$ cat src/rtl/eid_pkg.sv
package eid_pkg;
  // Register word byte offsets
  localparam logic [7:0] ADR_CMD  = 8'h00;
  localparam logic [7:0] ADR_STAT = 8'h04;
  localparam logic [7:0] ADR_AF   = 8'h08;
  localparam logic [7:0] ADR_BC   = 8'h0c;
  localparam logic [7:0] ADR_DE   = 8'h10;
  localparam logic [7:0] ADR_HL   = 8'h14;
  localparam logic [7:0] ADR_STK  = 8'h18;
  localparam logic [7:0] ADR_PCNT = 8'h1c;
  localparam logic [7:0] ADR_IX   = 8'h20;
  localparam logic [7:0] ADR_IY   = 8'h24;
  localparam logic [7:0] ADR_IR   = 8'h28;
  localparam logic [7:0] ADR_XCHG = 8'h2c;
  // Command word fields
  localparam int CMD_OP_LSB  = 0;
  localparam int CMD_SEL_LSB = 4;
  localparam int CMD_IMM_LSB = 8;
  // Exchange word bits
  localparam int XCH_AF  = 0;
  localparam int XCH_GEN = 1;
  // Status word bits
  localparam int STA_BUSY  = 8;
  localparam int STA_SLEEP = 9;
  // Flag bit positions
  localparam int FLG_S  = 7;
  localparam int FLG_Z  = 6;
  localparam int FLG_H  = 4;
  localparam int FLG_PV = 2;
  localparam int FLG_N  = 1;
  localparam int FLG_C  = 0;
  // Reset values and upper I/O address byte
  localparam logic [15:0] REG16_RST = 16'h0000;
  localparam logic [7:0]  REG8_RST  = 8'h00;
  localparam logic [7:0]  IO_HIGH   = 8'h00;

  typedef enum logic [2:0] {
    ST_IDLE   = 3'b000,
    ST_MEM_RD = 3'b001,
    ST_IO_RD  = 3'b010,
    ST_IO_WR  = 3'b011,
    ST_SLEEP  = 3'b100
  } eid_state_t;

  typedef enum logic [3:0] {
    OP_NONE        = 4'h0,
    OP_MULT        = 4'h1,
    OP_IN_SHORT    = 4'h2,
    OP_OUT_SHORT   = 4'h3,
    OP_BLK_INC     = 4'h4,
    OP_BLK_INC_RPT = 4'h5,
    OP_BLK_DEC     = 4'h6,
    OP_BLK_DEC_RPT = 4'h7,
    OP_TEST_IO     = 4'h8,
    OP_TEST_REG    = 4'h9,
    OP_TEST_IMM    = 4'ha,
    OP_TEST_MEM    = 4'hb,
    OP_SLEEP       = 4'hc
  } eid_op_t;

  typedef struct packed {
    logic        req;
    logic        isIo;
    logic        wr;
    logic [15:0] addr;
    logic [7:0]  wdata;
  } eid_xreq_t;

  typedef struct packed {
    logic       ack;
    logic [7:0] rdata;
  } eid_xrsp_t;

  typedef struct packed {
    logic [7:0]  a;
    logic [7:0]  f;
    logic [15:0] bc;
    logic [15:0] de;
    logic [15:0] hl;
    logic [15:0] altAf;
    logic [15:0] altBc;
    logic [15:0] altDe;
    logic [15:0] altHl;
    logic [7:0]  ivec;
    logic [7:0]  rcnt;
    logic [15:0] ix;
    logic [15:0] iy;
    logic [15:0] stackPtr;
    logic [15:0] progCnt;
  } eid_regs_t;

  typedef struct packed {
    eid_state_t state;
    eid_op_t    op;
    logic [2:0] sel;
    logic [7:0] imm;
    logic [7:0] data;
    eid_regs_t  rg;
    eid_xreq_t  bus;
    logic [31:0] wbDat;
  } eid_core_t;

  typedef struct packed {
    logic ack;
  } eid_wbst_t;
endpackage : eid_pkg

$ cat src/rtl/eid_wb_port.sv
`timescale 1ns/1ps
`default_nettype none
module eid_wb_port
  import eid_pkg::*;
(
  input  wire logic core_clk,  // System clock
  input  wire logic rst_n,     // Async reset, low
  input  wire logic cyc,       // Bus cycle
  input  wire logic stb,       // Strobe
  input  wire logic we,        // Write enable
  output logic      ack,       // Registered acknowledge
  output logic      wrStb,     // Accepted write pulse
  output logic      rdStb      // Accepted read pulse
);
  eid_wbst_t s, n;

  // Accept once per request, ack one cycle later
  always_comb begin
    n = s;
    n.ack = cyc && stb && !s.ack;
  end

  always_ff @(posedge core_clk or negedge rst_n) begin
    if (!rst_n) begin
      s <= '0;
    end else begin
      s <= n;
    end
  end

  assign ack   = s.ack;
  assign wrStb = cyc && stb && !s.ack && we;
  assign rdStb = cyc && stb && !s.ack && !we;
endmodule : eid_wb_port
`default_nettype wire

$ cat src/rtl/eid_logic_flags.sv
`timescale 1ns/1ps
`default_nettype none
module eid_logic_flags
  import eid_pkg::*;
(
  input  wire logic [7:0] val,    // Logical result
  output logic      [7:0] flags   // Resulting flag byte
);
  // Flag byte for a logical AND result
  always_comb begin
    flags         = 8'h00;
    flags[FLG_S]  = val[7];
    flags[FLG_Z]  = (val == 8'h00);
    flags[FLG_H]  = 1'b1;
    flags[FLG_PV] = ~^val;
    flags[FLG_N]  = 1'b0;
    flags[FLG_C]  = 1'b0;
  end
endmodule : eid_logic_flags
`default_nettype wire

$ cat src/rtl/eid_datapath.sv
// Contract
// RULE_01 - multiply pair halves unsigned, 16-bit product back into that pair
// RULE_02 - multiply may select BC, DE, HL or stack pointer
// RULE_03 - short input reads I/O at immediate address into register
// RULE_04 - short output writes register to I/O at immediate address
// RULE_05 - upper I/O address byte is 00 for short, block and port test
// RULE_06 - block output moves byte at HL to I/O address in C
// RULE_07 - increment variants bump HL and C, decrement variants lower both
// RULE_08 - each step decrements B; repeat variants loop until B is zero
// RULE_09 - port test ANDs port at C with immediate, flags only
// RULE_10 - register test ANDs register with A, flags only
// RULE_11 - immediate test ANDs immediate with A, A kept
// RULE_12 - memory test ANDs byte at HL with A, nothing written
// RULE_13 - sleep instruction enters low-power sleep state
// RULE_14 - main set holds A, F, BC, DE, HL as pairs or bytes
// RULE_15 - alternate set not addressable, swapped by exchange
// RULE_16 - special: vector base, refresh counter, two index, stack, program counter
// RULE_17 - flag layout S7 Z6 H4 PV2 N1 C0, sign copies bit 7
// RULE_18 - logical results: Z when zero, PV set for even parity
// RULE_19 - low seven refresh counter bits count opcode fetches
// RULE_20 - multiply keeps flags and all other registers
`timescale 1ns/1ps
`default_nettype none
module eid_datapath
  import eid_pkg::*;
(
  input  wire logic        core_clk,    // System clock
  input  wire logic        rst_n,       // Async reset, low
  input  wire logic        wb_cyc_i,    // Wishbone cycle
  input  wire logic        wb_stb_i,    // Wishbone strobe
  input  wire logic        wb_we_i,     // Wishbone write
  input  wire logic [7:0]  wb_adr_i,    // Byte address
  input  wire logic [3:0]  wb_sel_i,    // Byte enables
  input  wire logic [31:0] wb_dat_i,    // Write data
  output logic      [31:0] wb_dat_o,    // Read data
  output logic             wb_ack_o,    // Acknowledge
  output eid_xreq_t        xbusReq,     // External bus request
  input  wire eid_xrsp_t   xbusRsp,     // External bus answer
  input  wire logic        fetchPulse,  // Opcode fetch cycle
  input  wire logic        wakeReq,     // Leave sleep
  output logic             sleepMode    // Sleep state
);
  eid_core_t  s, n;
  logic       wrStb, rdStb, busy, cmdGo, blkOp, stepDone, flagLoad;
  logic [7:0] andVal, logicFlags;
  eid_op_t    cmdOp;
  logic [2:0] cmdSel;
  logic [7:0] cmdImm;

  eid_wb_port u_wb (
    .core_clk (core_clk),
    .rst_n    (rst_n),
    .cyc      (wb_cyc_i),
    .stb      (wb_stb_i),
    .we       (wb_we_i),
    .ack      (wb_ack_o),
    .wrStb    (wrStb),
    .rdStb    (rdStb)
  );

  // RULE_17 flag bit layout
  eid_logic_flags u_flags (
    .val   (andVal),
    .flags (logicFlags)
  );

  // RULE_14 byte view of pairs
  function automatic logic [7:0] getReg8(input eid_regs_t r, input logic [2:0] g);
    case (g)
      3'h0:    return r.bc[15:8];
      3'h1:    return r.bc[7:0];
      3'h2:    return r.de[15:8];
      3'h3:    return r.de[7:0];
      3'h4:    return r.hl[15:8];
      3'h5:    return r.hl[7:0];
      3'h7:    return r.a;
      default: return 8'h00;
    endcase
  endfunction : getReg8

  function automatic eid_regs_t setReg8(input eid_regs_t r, input logic [2:0] g,
                                        input logic [7:0] v);
    eid_regs_t t;
    t = r;
    case (g)
      3'h0:    t.bc[15:8] = v;
      3'h1:    t.bc[7:0] = v;
      3'h2:    t.de[15:8] = v;
      3'h3:    t.de[7:0] = v;
      3'h4:    t.hl[15:8] = v;
      3'h5:    t.hl[7:0] = v;
      3'h7:    t.a = v;
      default: t = r;
    endcase
    return t;
  endfunction : setReg8

  // RULE_02 pair selection for multiply
  function automatic eid_regs_t mulPair(input eid_regs_t r, input logic [1:0] w);
    eid_regs_t t;
    t = r;
    case (w)
      2'h0:    t.bc = 16'(r.bc[15:8]) * 16'(r.bc[7:0]);
      2'h1:    t.de = 16'(r.de[15:8]) * 16'(r.de[7:0]);
      2'h2:    t.hl = 16'(r.hl[15:8]) * 16'(r.hl[7:0]);
      default: t.stackPtr = 16'(r.stackPtr[15:8]) * 16'(r.stackPtr[7:0]);
    endcase
    return t;
  endfunction : mulPair

  function automatic logic [15:0] merge16(input logic [15:0] o, input logic [15:0] v,
                                          input logic [1:0] be);
    return {be[1] ? v[15:8] : o[15:8], be[0] ? v[7:0] : o[7:0]};
  endfunction : merge16

  // Command decode and status terms
  assign cmdOp    = eid_op_t'(wb_dat_i[CMD_OP_LSB +: 4]);
  assign cmdSel   = wb_dat_i[CMD_SEL_LSB +: 3];
  assign cmdImm   = wb_dat_i[CMD_IMM_LSB +: 8];
  assign busy     = (s.state != ST_IDLE);
  assign cmdGo    = wrStb && !busy && (wb_adr_i == ADR_CMD) && (cmdOp != OP_NONE);
  assign blkOp    = (s.op >= OP_BLK_INC) && (s.op <= OP_BLK_DEC_RPT);
  assign stepDone = (s.state == ST_IO_WR) && xbusRsp.ack && blkOp;

  // RULE_09 RULE_10 RULE_11 RULE_12 AND operand select
  assign andVal = (s.state == ST_IDLE) ?
                  (s.rg.a & ((cmdOp == OP_TEST_IMM) ? cmdImm : getReg8(s.rg, cmdSel))) :
                  (xbusRsp.rdata & ((s.op == OP_TEST_IO) ? s.imm : s.rg.a));
  assign flagLoad = (cmdGo && (cmdOp == OP_TEST_REG || cmdOp == OP_TEST_IMM)) ||
                    (xbusRsp.ack && s.state == ST_MEM_RD && s.op == OP_TEST_MEM) ||
                    (xbusRsp.ack && s.state == ST_IO_RD && s.op == OP_TEST_IO);

  // Next-state logic for the whole block
  always_comb begin
    n = s;
    // RULE_19 refresh count per fetch
    if (fetchPulse) begin
      n.rg.rcnt = {s.rg.rcnt[7], 7'(s.rg.rcnt[6:0] + 7'h01)};
    end
    // Register reads, unmapped reads give zero
    if (rdStb) begin
      case (wb_adr_i)
        ADR_STAT: n.wbDat = {22'h0, sleepMode, busy, s.rg.f};
        ADR_AF:   n.wbDat = {16'h0, s.rg.a, s.rg.f};
        ADR_BC:   n.wbDat = {16'h0, s.rg.bc};
        ADR_DE:   n.wbDat = {16'h0, s.rg.de};
        ADR_HL:   n.wbDat = {16'h0, s.rg.hl};
        ADR_STK:  n.wbDat = {16'h0, s.rg.stackPtr};
        ADR_PCNT: n.wbDat = {16'h0, s.rg.progCnt};
        ADR_IX:   n.wbDat = {16'h0, s.rg.ix};
        ADR_IY:   n.wbDat = {16'h0, s.rg.iy};
        ADR_IR:   n.wbDat = {16'h0, s.rg.ivec, s.rg.rcnt};
        default:  n.wbDat = 32'h0;
      endcase
    end
    // Register writes while idle
    if (wrStb && !busy) begin
      case (wb_adr_i)
        ADR_AF:   {n.rg.a, n.rg.f} = merge16({s.rg.a, s.rg.f}, wb_dat_i[15:0], wb_sel_i[1:0]);
        ADR_BC:   n.rg.bc = merge16(s.rg.bc, wb_dat_i[15:0], wb_sel_i[1:0]);
        ADR_DE:   n.rg.de = merge16(s.rg.de, wb_dat_i[15:0], wb_sel_i[1:0]);
        ADR_HL:   n.rg.hl = merge16(s.rg.hl, wb_dat_i[15:0], wb_sel_i[1:0]);
        ADR_STK:  n.rg.stackPtr = merge16(s.rg.stackPtr, wb_dat_i[15:0], wb_sel_i[1:0]);
        ADR_PCNT: n.rg.progCnt = merge16(s.rg.progCnt, wb_dat_i[15:0], wb_sel_i[1:0]);
        ADR_IX:   n.rg.ix = merge16(s.rg.ix, wb_dat_i[15:0], wb_sel_i[1:0]);
        ADR_IY:   n.rg.iy = merge16(s.rg.iy, wb_dat_i[15:0], wb_sel_i[1:0]);
        ADR_IR:   {n.rg.ivec, n.rg.rcnt} = merge16({s.rg.ivec, n.rg.rcnt}, wb_dat_i[15:0],
                                                   wb_sel_i[1:0]);
        ADR_XCHG: begin
          // RULE_15 swap with alternate set
          if (wb_sel_i[0] && wb_dat_i[XCH_AF]) begin
            {n.rg.a, n.rg.f} = s.rg.altAf;
            n.rg.altAf = {s.rg.a, s.rg.f};
          end
          if (wb_sel_i[0] && wb_dat_i[XCH_GEN]) begin
            {n.rg.bc, n.rg.de, n.rg.hl} = {s.rg.altBc, s.rg.altDe, s.rg.altHl};
            {n.rg.altBc, n.rg.altDe, n.rg.altHl} = {s.rg.bc, s.rg.de, s.rg.hl};
          end
        end
        default: n.wbDat = n.wbDat;
      endcase
    end
    // RULE_17 RULE_18 logical flag update
    if (flagLoad) begin
      n.rg.f = logicFlags;
    end
    case (s.state)
      ST_IDLE: begin
        if (cmdGo) begin
          n.op  = cmdOp;
          n.sel = cmdSel;
          n.imm = cmdImm;
          case (cmdOp)
            // RULE_01 RULE_20 multiply in place
            OP_MULT: n.rg = mulPair(n.rg, cmdSel[1:0]);
            // RULE_03 RULE_05 short input
            OP_IN_SHORT: begin
              n.bus   = '{1'b1, 1'b1, 1'b0, {IO_HIGH, cmdImm}, 8'h00};
              n.state = ST_IO_RD;
            end
            // RULE_04 RULE_05 short output
            OP_OUT_SHORT: begin
              n.bus   = '{1'b1, 1'b1, 1'b1, {IO_HIGH, cmdImm}, getReg8(s.rg, cmdSel)};
              n.state = ST_IO_WR;
            end
            // RULE_09 port read at C
            OP_TEST_IO: begin
              n.bus   = '{1'b1, 1'b1, 1'b0, {IO_HIGH, s.rg.bc[7:0]}, 8'h00};
              n.state = ST_IO_RD;
            end
            OP_BLK_INC, OP_BLK_INC_RPT, OP_BLK_DEC, OP_BLK_DEC_RPT, OP_TEST_MEM: begin
              n.bus   = '{1'b1, 1'b0, 1'b0, s.rg.hl, 8'h00};
              n.state = ST_MEM_RD;
            end
            // RULE_13 enter sleep
            OP_SLEEP: n.state = ST_SLEEP;
            default: n.state = ST_IDLE;
          endcase
        end
      end
      ST_MEM_RD: begin
        if (xbusRsp.ack) begin
          n.data = xbusRsp.rdata;
          if (s.op == OP_TEST_MEM) begin
            n.bus.req = 1'b0;
            n.state   = ST_IDLE;
          end else begin
            // RULE_06 byte at HL to port C
            n.bus   = '{1'b1, 1'b1, 1'b1, {IO_HIGH, s.rg.bc[7:0]}, xbusRsp.rdata};
            n.state = ST_IO_WR;
          end
        end
      end
      ST_IO_RD: begin
        if (xbusRsp.ack) begin
          if (s.op == OP_IN_SHORT) begin
            n.rg = setReg8(n.rg, s.sel, xbusRsp.rdata);
          end
          n.bus.req = 1'b0;
          n.state   = ST_IDLE;
        end
      end
      ST_IO_WR: begin
        if (xbusRsp.ack) begin
          n.bus.req = 1'b0;
          n.state   = ST_IDLE;
          if (blkOp) begin
            // RULE_07 step pointers
            if (s.op == OP_BLK_INC || s.op == OP_BLK_INC_RPT) begin
              n.rg.hl = s.rg.hl + 16'h0001;
              n.rg.bc[7:0] = s.rg.bc[7:0] + 8'h01;
            end else begin
              n.rg.hl = s.rg.hl - 16'h0001;
              n.rg.bc[7:0] = s.rg.bc[7:0] - 8'h01;
            end
            // RULE_08 count down and repeat
            n.rg.bc[15:8] = s.rg.bc[15:8] - 8'h01;
            n.rg.f[FLG_Z] = (s.rg.bc[15:8] == 8'h01);
            n.rg.f[FLG_N] = s.data[7];
            if ((s.op == OP_BLK_INC_RPT || s.op == OP_BLK_DEC_RPT) &&
                (s.rg.bc[15:8] != 8'h01)) begin
              n.bus   = '{1'b1, 1'b0, 1'b0, n.rg.hl, 8'h00};
              n.state = ST_MEM_RD;
            end
          end
        end
      end
      ST_SLEEP: begin
        if (wakeReq) begin
          n.state = ST_IDLE;
        end
      end
      default: n.state = ST_IDLE;
    endcase
  end

  // State register
  // RULE_16 special registers held
  always_ff @(posedge core_clk or negedge rst_n) begin
    if (!rst_n) begin
      s <= '0;
    end else begin
      s <= n;
    end
  end

  assign wb_dat_o  = s.wbDat;
  assign xbusReq   = s.bus;
  assign sleepMode = (s.state == ST_SLEEP);

  // RULE_01 product check
  mult_product_a: assert property (@(posedge core_clk) disable iff (!rst_n) // RULE_01
    (cmdGo && cmdOp == OP_MULT && cmdSel[1:0] == 2'h0) |=>
      s.rg.bc == 16'($past(s.rg.bc[15:8])) * 16'($past(s.rg.bc[7:0])))
    else $error("multiply product wrong");

  // RULE_20 multiply side effects
  mult_keep_a: assert property (@(posedge core_clk) disable iff (!rst_n) // RULE_20
    (cmdGo && cmdOp == OP_MULT && cmdSel[1:0] == 2'h3) |=>
      {s.rg.a, s.rg.f, s.rg.bc, s.rg.de, s.rg.hl} ==
      $past({s.rg.a, s.rg.f, s.rg.bc, s.rg.de, s.rg.hl}))
    else $error("multiply touched other state");

  // RULE_05 upper I/O byte
  io_high_a: assert property (@(posedge core_clk) disable iff (!rst_n) // RULE_05
    (xbusReq.req && xbusReq.isIo) |-> xbusReq.addr[15:8] == 8'h00)
    else $error("upper I/O address not zero");

  // RULE_06 block source and target
  blk_route_a: assert property (@(posedge core_clk) disable iff (!rst_n) // RULE_06
    (s.state == ST_MEM_RD && blkOp && xbusRsp.ack) |=>
      xbusReq.isIo && xbusReq.wr && xbusReq.addr[7:0] == s.rg.bc[7:0] &&
      xbusReq.wdata == $past(xbusRsp.rdata))
    else $error("block byte misrouted");

  // RULE_07 increment step
  blk_step_a: assert property (@(posedge core_clk) disable iff (!rst_n) // RULE_07
    (stepDone && s.op == OP_BLK_INC) |=>
      s.rg.hl == $past(s.rg.hl) + 16'h0001 &&
      s.rg.bc[7:0] == $past(s.rg.bc[7:0]) + 8'h01)
    else $error("block step pointers wrong");

  // RULE_08 repeat ends at zero
  blk_stop_a: assert property (@(posedge core_clk) disable iff (!rst_n) // RULE_08
    (stepDone && s.rg.bc[15:8] == 8'h01) |=> s.state == ST_IDLE && s.rg.bc[15:8] == 8'h00)
    else $error("block repeat did not stop");

  // RULE_10 operands kept
  test_keep_a: assert property (@(posedge core_clk) disable iff (!rst_n) // RULE_10
    (cmdGo && cmdOp == OP_TEST_REG) |=>
      {s.rg.a, s.rg.bc, s.rg.de, s.rg.hl} == $past({s.rg.a, s.rg.bc, s.rg.de, s.rg.hl}))
    else $error("register test modified operand");

  // RULE_18 zero and parity
  and_flags_a: assert property (@(posedge core_clk) disable iff (!rst_n) // RULE_18
    flagLoad |=> s.rg.f[FLG_Z] == ($past(andVal) == 8'h00) &&
      s.rg.f[FLG_PV] == ~^$past(andVal) && s.rg.f[FLG_S] == $past(andVal[7]))
    else $error("logical flags wrong");

  // RULE_13 sleep entry
  sleep_entry_a: assert property (@(posedge core_clk) disable iff (!rst_n) // RULE_13
    (cmdGo && cmdOp == OP_SLEEP) |=> sleepMode)
    else $error("sleep not entered");

  // RULE_19 refresh counting
  refresh_count_a: assert property (@(posedge core_clk) disable iff (!rst_n) // RULE_19
    (fetchPulse && !(wrStb && wb_adr_i == ADR_IR)) |=>
      s.rg.rcnt[6:0] == $past(s.rg.rcnt[6:0]) + 7'h01 &&
      s.rg.rcnt[7] == $past(s.rg.rcnt[7]))
    else $error("refresh counter step wrong");
endmodule : eid_datapath
`default_nettype wire

$ cat config.mk
export PLATFORM = sky130hd
export DESIGN_NAME = eid_datapath
export DESIGN_NICKNAME = d
export VERILOG_FILES = /design/src/rtl/eid_pkg.sv /design/src/rtl/eid_wb_port.sv /design/src/rtl/eid_logic_flags.sv /design/src/rtl/eid_datapath.sv
export SDC_FILE = /design/constraint.sdc
export NUM_CORES = 1
export LEC_CHECK = 0
export CORE_MARGIN = 1.5
export CORE_UTILIZATION = 55
export DETAILED_ROUTE_END_ITERATION = 16
export DONT_BUFFER_PORTS = 1
export HOLD_SLACK_MARGIN = 0.1
export PLACE_DENSITY = 0.74
export SYNTH_ARGS = -nofsm -noshare
export SYNTH_HDL_FRONTEND = slang
export SYNTH_SLANG_ARGS = --single-unit
$ cat constraint.sdc
create_clock -name core_clk -period 9.78 [get_ports core_clk]
set_input_delay 1.467 -clock core_clk [delete_from_list [all_inputs] [get_ports core_clk]]
set_output_delay 1.467 -clock core_clk [all_outputs]
set_load 0.01 [all_outputs]
==> impl_metrics.toml, run 1 <==
[synth]
syn_area_um2 = 25000
synthFlopType = "dfrtp_1"
yosys-top-cells-area = "dfrtp_1, fa_1, ha_1"
yosysWarnings = 0
netlist.area_leader.share = 0.271
avgSynthCellArea_um2 = 8.97
synth.most_common_cell = "nor2_1"
ys_top_cells_by_count = "nor2_1, dfrtp_1, nand2_1"
synth_edf_count = 0
yosysTopAreaCell = "dfrtp_1"
async_flop_share = 1.00
ys_seq_area_frac = 0.271
ys_ff_latch = 271
yosysUniqueCellTypes = 93
syn_inst = 2785

[setup_path]
worstSetupStartpointType = "primary input"
crit_arrival_ns = 8.43
path_delay_family = "compound AO/OA/AOI/OAI gates"
cp_slowest_cell = "or4b_1"
crit_cells = 20
critPathCaptureType = "flop"
critPathMaxStageDelay_ns = 0.75
crit_top_cell = "fa_1"
crit_chain = "or4b_1 > nand2b_4 > a21oi_4 > o21ai_4 > a22oi_2 > or2_2 > fa_1 > fa_1 > inv_1 > fa_1 > inv_1 > fa_1 > inv_1 > ha_1 > nor2b_1 > o41ai_1 > o21ai_0 > a2111oi_0 > a31oi_1 > o21ai_1"
setup.worst_path.class = "primary input to flop"
cp.required_ns = 10.30
reg2reg_depth = 23
critPathMaxFanout = 49
timing.critical_path.buf_inv = 3

[power]
pwr-share-clk = 0.383
switching_power_mw = 1.01
p_seq_frac = 0.421
netSwitchingFraction = 0.331
comb_power_share = 0.196
power.density_nw_per_um2 = 117
p_leak_nw = 12.3
vdd_drop_max_mv = 0.167
p_int_mw = 2.05

[clock_network]
cts_buffers = 31
clk_pin_slew_ns = 0.07
holdBufCountCts = 0
cts_tree = "done"
root_buffer = "clkbuf_16"
cts_setup_buffers = 0
clk-insertion-delay-late_ns = 0.60
clk_path_buf_depth = 3
post_cts_resized = 0
htreeDepth = 1
clkSinkCount = 271

[placement]
dpl.cell_count = 3233
hpwl_um = 59500
gp_congestion = 1.02
io_buffers = 0
pre_cts_ws_ns = 1.48

[timing]
report.final.hold_viol_count = 0
slew_headroom = 0.0888
max_freq_mhz = 126
finalSetupViolations = 0
timing.final.crit_share = 0.809
rsz0062_at_grt = "no"
worst_pin_slew_ns = 1.36
slew_violations = 0
tns_ns = 0
period_minus_slack_ns = 7.91
skew_ns = 0.0232
setup_slack_ns = 1.87

[floorplan]
initial_core_util = 0.561
die_h_um = 216
rows = 77
io_pins = 121
placeableCoreArea_um2 = 44500
die-area_um2 = 46700
die_w_um = 216

[grt]
grt_max_degree = 272
grt_pass1_vias = 21581
antenna_found_initial = 3
grt_overflow = 0
grt_pass1_wl_um = 126000
track_usage = 0.352

[layout]
layout-drive-gt1-share = 0.125
syn_to_final_growth_pct = 4.48
nFillCells = 3878
finalNonFillerCells = 3293
seq_area_um2 = 6780
num-nets-final = 3051
multi_input_area_um2 = 16400

[flow_run]
timing.max_cap.violations = 0

[drt]
drt-wirelength-per-cell_um = 25.2
dr.pass1.iters = 6
viasPerCell = 6.60
wl_um = 82900
drcViolationCount = 0
ant_nets = 0
vias = 21727
drt_first_iter_violations = 2515

[min_path]
min_path_cells = 2
min_path_type = "flop to flop"

[outcome]
status = "completed"
[routing by layer]
layer  GRT usage  vias up  share of wire
met2       0.549     1385           0.45
li1            -     9405              -
met3      0.0813      323           0.12
met1       0.450    10612           0.37
met4       0.200        2          0.065
met5           0        -        0.00029
[worst register-to-register path, cell delays in order, from the launching register on]
cell and delay [ns]:
dfrtp_1 0.63, or3_1 0.76, nor2_1 0.20, buf_4 0.29, nand2_1 0.37, nor3_2 0.33, buf_4 0.28, mux2i_1 0.58
nor2_1 0.17, fa_1 0.44, inv_1 0.08, fa_1 0.44, fa_1 0.55, inv_1 0.05, fa_1 0.44, ha_1 0.34
o21ai_0 0.09, o21bai_1 0.08, a21o_1 0.21, a21o_1 0.20, a41o_1 0.26, o41ai_1 0.31, xnor2_1 0.14, mux2_2 0.28
[state kept, by name, summed over array words and instances, names as in the netlist]
register / count
s: 227
xbusReq: 27
wb_dat_o: 16
u_wb.ack: 1
[power by group through the flow]
| stage | clock [mW] | sequential [mW] | combinational, mW |
|---|---|---|---|
| after floorplan | 0 | 1.24 | 0.504 |
| after global placement | 0 | 1.30 | 0.565 |
| after detailed placement | 0 | 1.30 | 0.577 |
| after CTS | 1.17 | 1.28 | 0.583 |
| after global routing | 1.22 | 1.29 | 0.651 |
| final | 1.18 | 1.29 | 0.601 |
[stage by stage]
stage | area (um^2) | hold slack (ns) | total power [mW] | utilization
after floorplan | 25000 | 0.439 | 1.74 | -
after CTS | 26100 | 0.475 | 3.04 | 0.586
after global routing | 26100 | 0.488 | 3.17 | 0.586
after global placement | 25100 | 0.453 | 1.87 | 0.564
after detailed placement | 25100 | 0.460 | 1.88 | 0.564
final | 26100 | 0.474 | 3.07 | 0.587
[logic make-up (layout without fill, tap and decap cells)]
logic type	after synthesis	count (layout)	synth area share
compound gates	672	672	0.178
xor+xnor	77	77	0.0270
fa+ha+maj	317	317	0.203
buf+inv	431	329	0.0764
flops	271	271	0.271
mux	211	211	0.0954
other cells	1	19	0.000150
simple gates	805	805	0.150
[area by class of cell]
cell class                 count  area share
tap                          592      0.0284
inverter                     227      0.0326
clock buffer                  43      0.0341
clock inverter                14     0.00494
multi-input combinational   2098       0.627
sequential                   271       0.260
timing repair buffer          45      0.0129
antenna                        3    0.000288
[path summary, 6_finish.rpt]
path	startpoint	to	slack (ns)
max	wb_adr_i[4]	s[234]	1.87
min	s[278]	s[278]	0.47
max reg2reg	s[291]	s[89]	2.16
min reg2reg	s[278]	s[278]	0.47
max in group asynchronous	rst_n	s[288]	8.31
min in group asynchronous	rst_n	s[237]	0.60
[cell usage in the layout (no fill, tap or decap), types with 8 or more instances in the layout]
cell type    n
nor2_1     323
dfrtp_1    271
nand2_1    240
inv_1      226
o21ai_0    175
ha_1       171
a21oi_1    160
fa_1       146
mux2_2     135
a22oi_1     80
mux2i_1     65
nand3_1     45
buf_4       45
xnor2_1     44
or2_2       43
a21o_1      35
xor2_1      33
clkbuf_16   31
nor3_1      25
nand2b_1    22
a22o_1      19
a221oi_1    19
a32oi_1     17
conb_1      16
o211ai_1    15
o21bai_1    15
and2_1      14
a22oi_2     14
a211oi_1    13
o22ai_1     13
o21a_1      12
and3_1       9
nand4_1      9
nor2b_1      9
a31oi_1      9
a222oi_1     9
mux4_2       8
Power figures use the tool's default switching activity.
==> inputs of run 2 (changes only) <==
PLACE_DENSITY = 0.77   (was 0.74)
clock period = 6.35 ns   (was 9.78 ns; I/O delays follow)
==> run 2 against run 1 <==
Against the previous run: sequential cell count unchanged; largest power group is now the clock network; sequential power up 51%; routed wire length up 4.3%; core utilization up 4.5 points.
==> impl_metrics.toml, run 2 (same netlist as run 1, synthesis figures left out) <==
[grt]
grt_pass1_wl_um = 134000
grt_max_degree = 272
antenna_found_initial = 3
grt_pass1_vias = 22694
track_usage = 0.371
grt_overflow = 0

[drt]
wl_um = 86400
drt-wirelength-per-cell_um = 24.7
viasPerCell = 6.44
drt_first_iter_violations = 2487
vias = 22570
dr.pass1.iters = 10
drcViolationCount = 0
ant_nets = 0

[placement]
hpwl_um = 64900
pre_cts_ws_ns = -0.439
placed_area_um2 = 27000
io_buffers = 0
gp_congestion = 1.03

[clock_network]
root_buffer = "clkbuf_16"
htreeDepth = 1
clkSinkCount = 271
cts_tree = "done"
clk-insertion-delay-late_ns = 0.62
cts_setup_buffers = 0
clk_pin_slew_ns = 0.06
cts_buffers = 30
clk_path_buf_depth = 3

[setup_path]
critPathMaxFanout = 7
critPathMaxStageDelay_ns = 0.70
cp_slowest_cell = "or4b_2"
crit_arrival_ns = 6.60
crit_top_cell = "fa_1"
cp.required_ns = 6.84
critPathCaptureType = "flop"
worstSetupStartpointType = "primary input"
setup.worst_path.class = "primary input to flop"
crit_chain = "or4b_2 > nor2_2 > buf_4 > and2_1 > o21ai_2 > buf_4 > a22oi_2 > buf_4 > nor2_1 > fa_1 > fa_1 > fa_1 > inv_1 > fa_1 > inv_1 > ha_1 > o21a_1 > nor2_2 > o31ai_1 > a21oi_1 > mux2_2 > o221ai_1"

[layout]
nFillCells = 3713
layout-drive-gt1-share = 0.200
final_common_cell = "nor2_1"
seq_area_um2 = 6780
num-nets-final = 3266
multi_input_area_um2 = 16600
final_util = 0.632
syn_to_final_growth_pct = 12.5
largest_reg_flops = 227
final_cell_mix = "nor2_1, dfrtp_1, buf_4, nand2_1, inv_1"
design_area_um2 = 28100
top_register = "s"

[outcome]
status = "completed"

[timing]
max_freq_mhz = 164
whs_ns = 0.0901
setup_slack_ns = 0.243
finalSetupViolations = 0
worst_pin_slew_ns = 1.22
rsz0062_at_grt = "yes"
report.final.hold_viol_count = 0
slew_headroom = 0.177
slew_violations = 0
tns_ns = 0
skew_ns = 0.0357
timing.final.crit_share = 0.962
period_minus_slack_ns = 6.11

[floorplan]
initial_core_util = 0.561
die_h_um = 216
rows = 77
die-area_um2 = 46700
die_w_um = 216
io_pins = 121
placeableCoreArea_um2 = 44500

[power]
p_leak_nw = 13.5
vdd_drop_max_mv = 0.237
power.density_nw_per_um2 = 178

[flow_run]
timing.max_cap.violations = 0

[min_path]
min_path_type = "primary input to asynchronous set/reset pin"
## run 2: cell count changes in the layout (fill, tap and decap cells not counted), moves of 3 or more
cell	before	now
mux2i_1	65	60
a22oi_1	80	71
buf_12	0	8
o21ai_1	7	12
mux2i_2	0	3
buf_4	45	253
a22oi_2	14	23
mux2_4	0	3
clkinv_2	6	2
o21ai_0	175	168
mux2_2	135	132
bufinv_16	1	6
clkinv_4	0	3
## run 2: routing by layer
layer | part of all wire | wire length (um) | vias up | GRT usage
met3 | 0.11 | 9510 | 358 | 0.0914
met5 | 0 | 0 | - | 0
met2 | 0.43 | 37500 | 1336 | 0.564
met4 | 0.071 | 6170 | 0 | 0.215
met1 | 0.39 | 33300 | 11057 | 0.482
li1 | - | - | 9819 | -
## run 2: cell type report
cell class	count	area share
Timing Repair Buffer	261	0.0732
Tap cell	592	0.0263
Sequential cell	271	0.241
Clock inverter	16	0.00988
Clock buffer	39	0.0300
Inverter	227	0.0303
Antenna cell	2	0.000178
Multi-Input combinational cell	2098	0.589
## run 2: worst max-delay path, delay by kind of cell
family | cells | cell delay [ns]
AOI/OAI and AO/OA | 6 | 1.31
adders and majority gates | 5 | 2.26
buffers and inverters | 5 | 0.63
muxes | 1 | 0.31
and+or+nand+nor | 5 | 1.12
## run 2: repair_timing
| item | 4_1_cts | 5_1_grt |
|---|---|---|
| setup endpoints to repair | 0 | 11 |
| resized for setup | 0 | 6 |
| hold endpoints to repair | 271 | 258 |
## run 2: worst paths after layout
path                              from  endpoint  slack [ns]  cells past startpoint
max                        wb_adr_i[3]    s[217]        0.24                     22
min in group core_clk      wb_dat_i[8]    s[275]        0.46                      2
min reg2reg                     s[279]    s[279]        0.48                      2
max in group asynchronous        rst_n    s[241]        5.31                      0
min                              rst_n  u_wb.ack        0.09                      0
max reg2reg                     s[290]     s[89]        0.32                     23
## run 2: report_power, final
group	internal (mW)	switching [mW]	total, mW
Sequential	1.82	0.133	1.95
Clock	1.19	0.790	1.98
Combinational	0.395	0.669	1.06
## run 2: per-stage QoR
| stage | power [mW] | cells |
|---|---|---|
| 3_3_place_gp | 2.97 | 3449 |
| 6_report | 5.00 | 3506 |
| 4_1_cts | 4.95 | 3504 |
| 5_1_grt | 5.15 | 3504 |
| 2_1_floorplan | 2.69 | 2800 |
| 3_5_place_dp | 2.99 | 3449 |
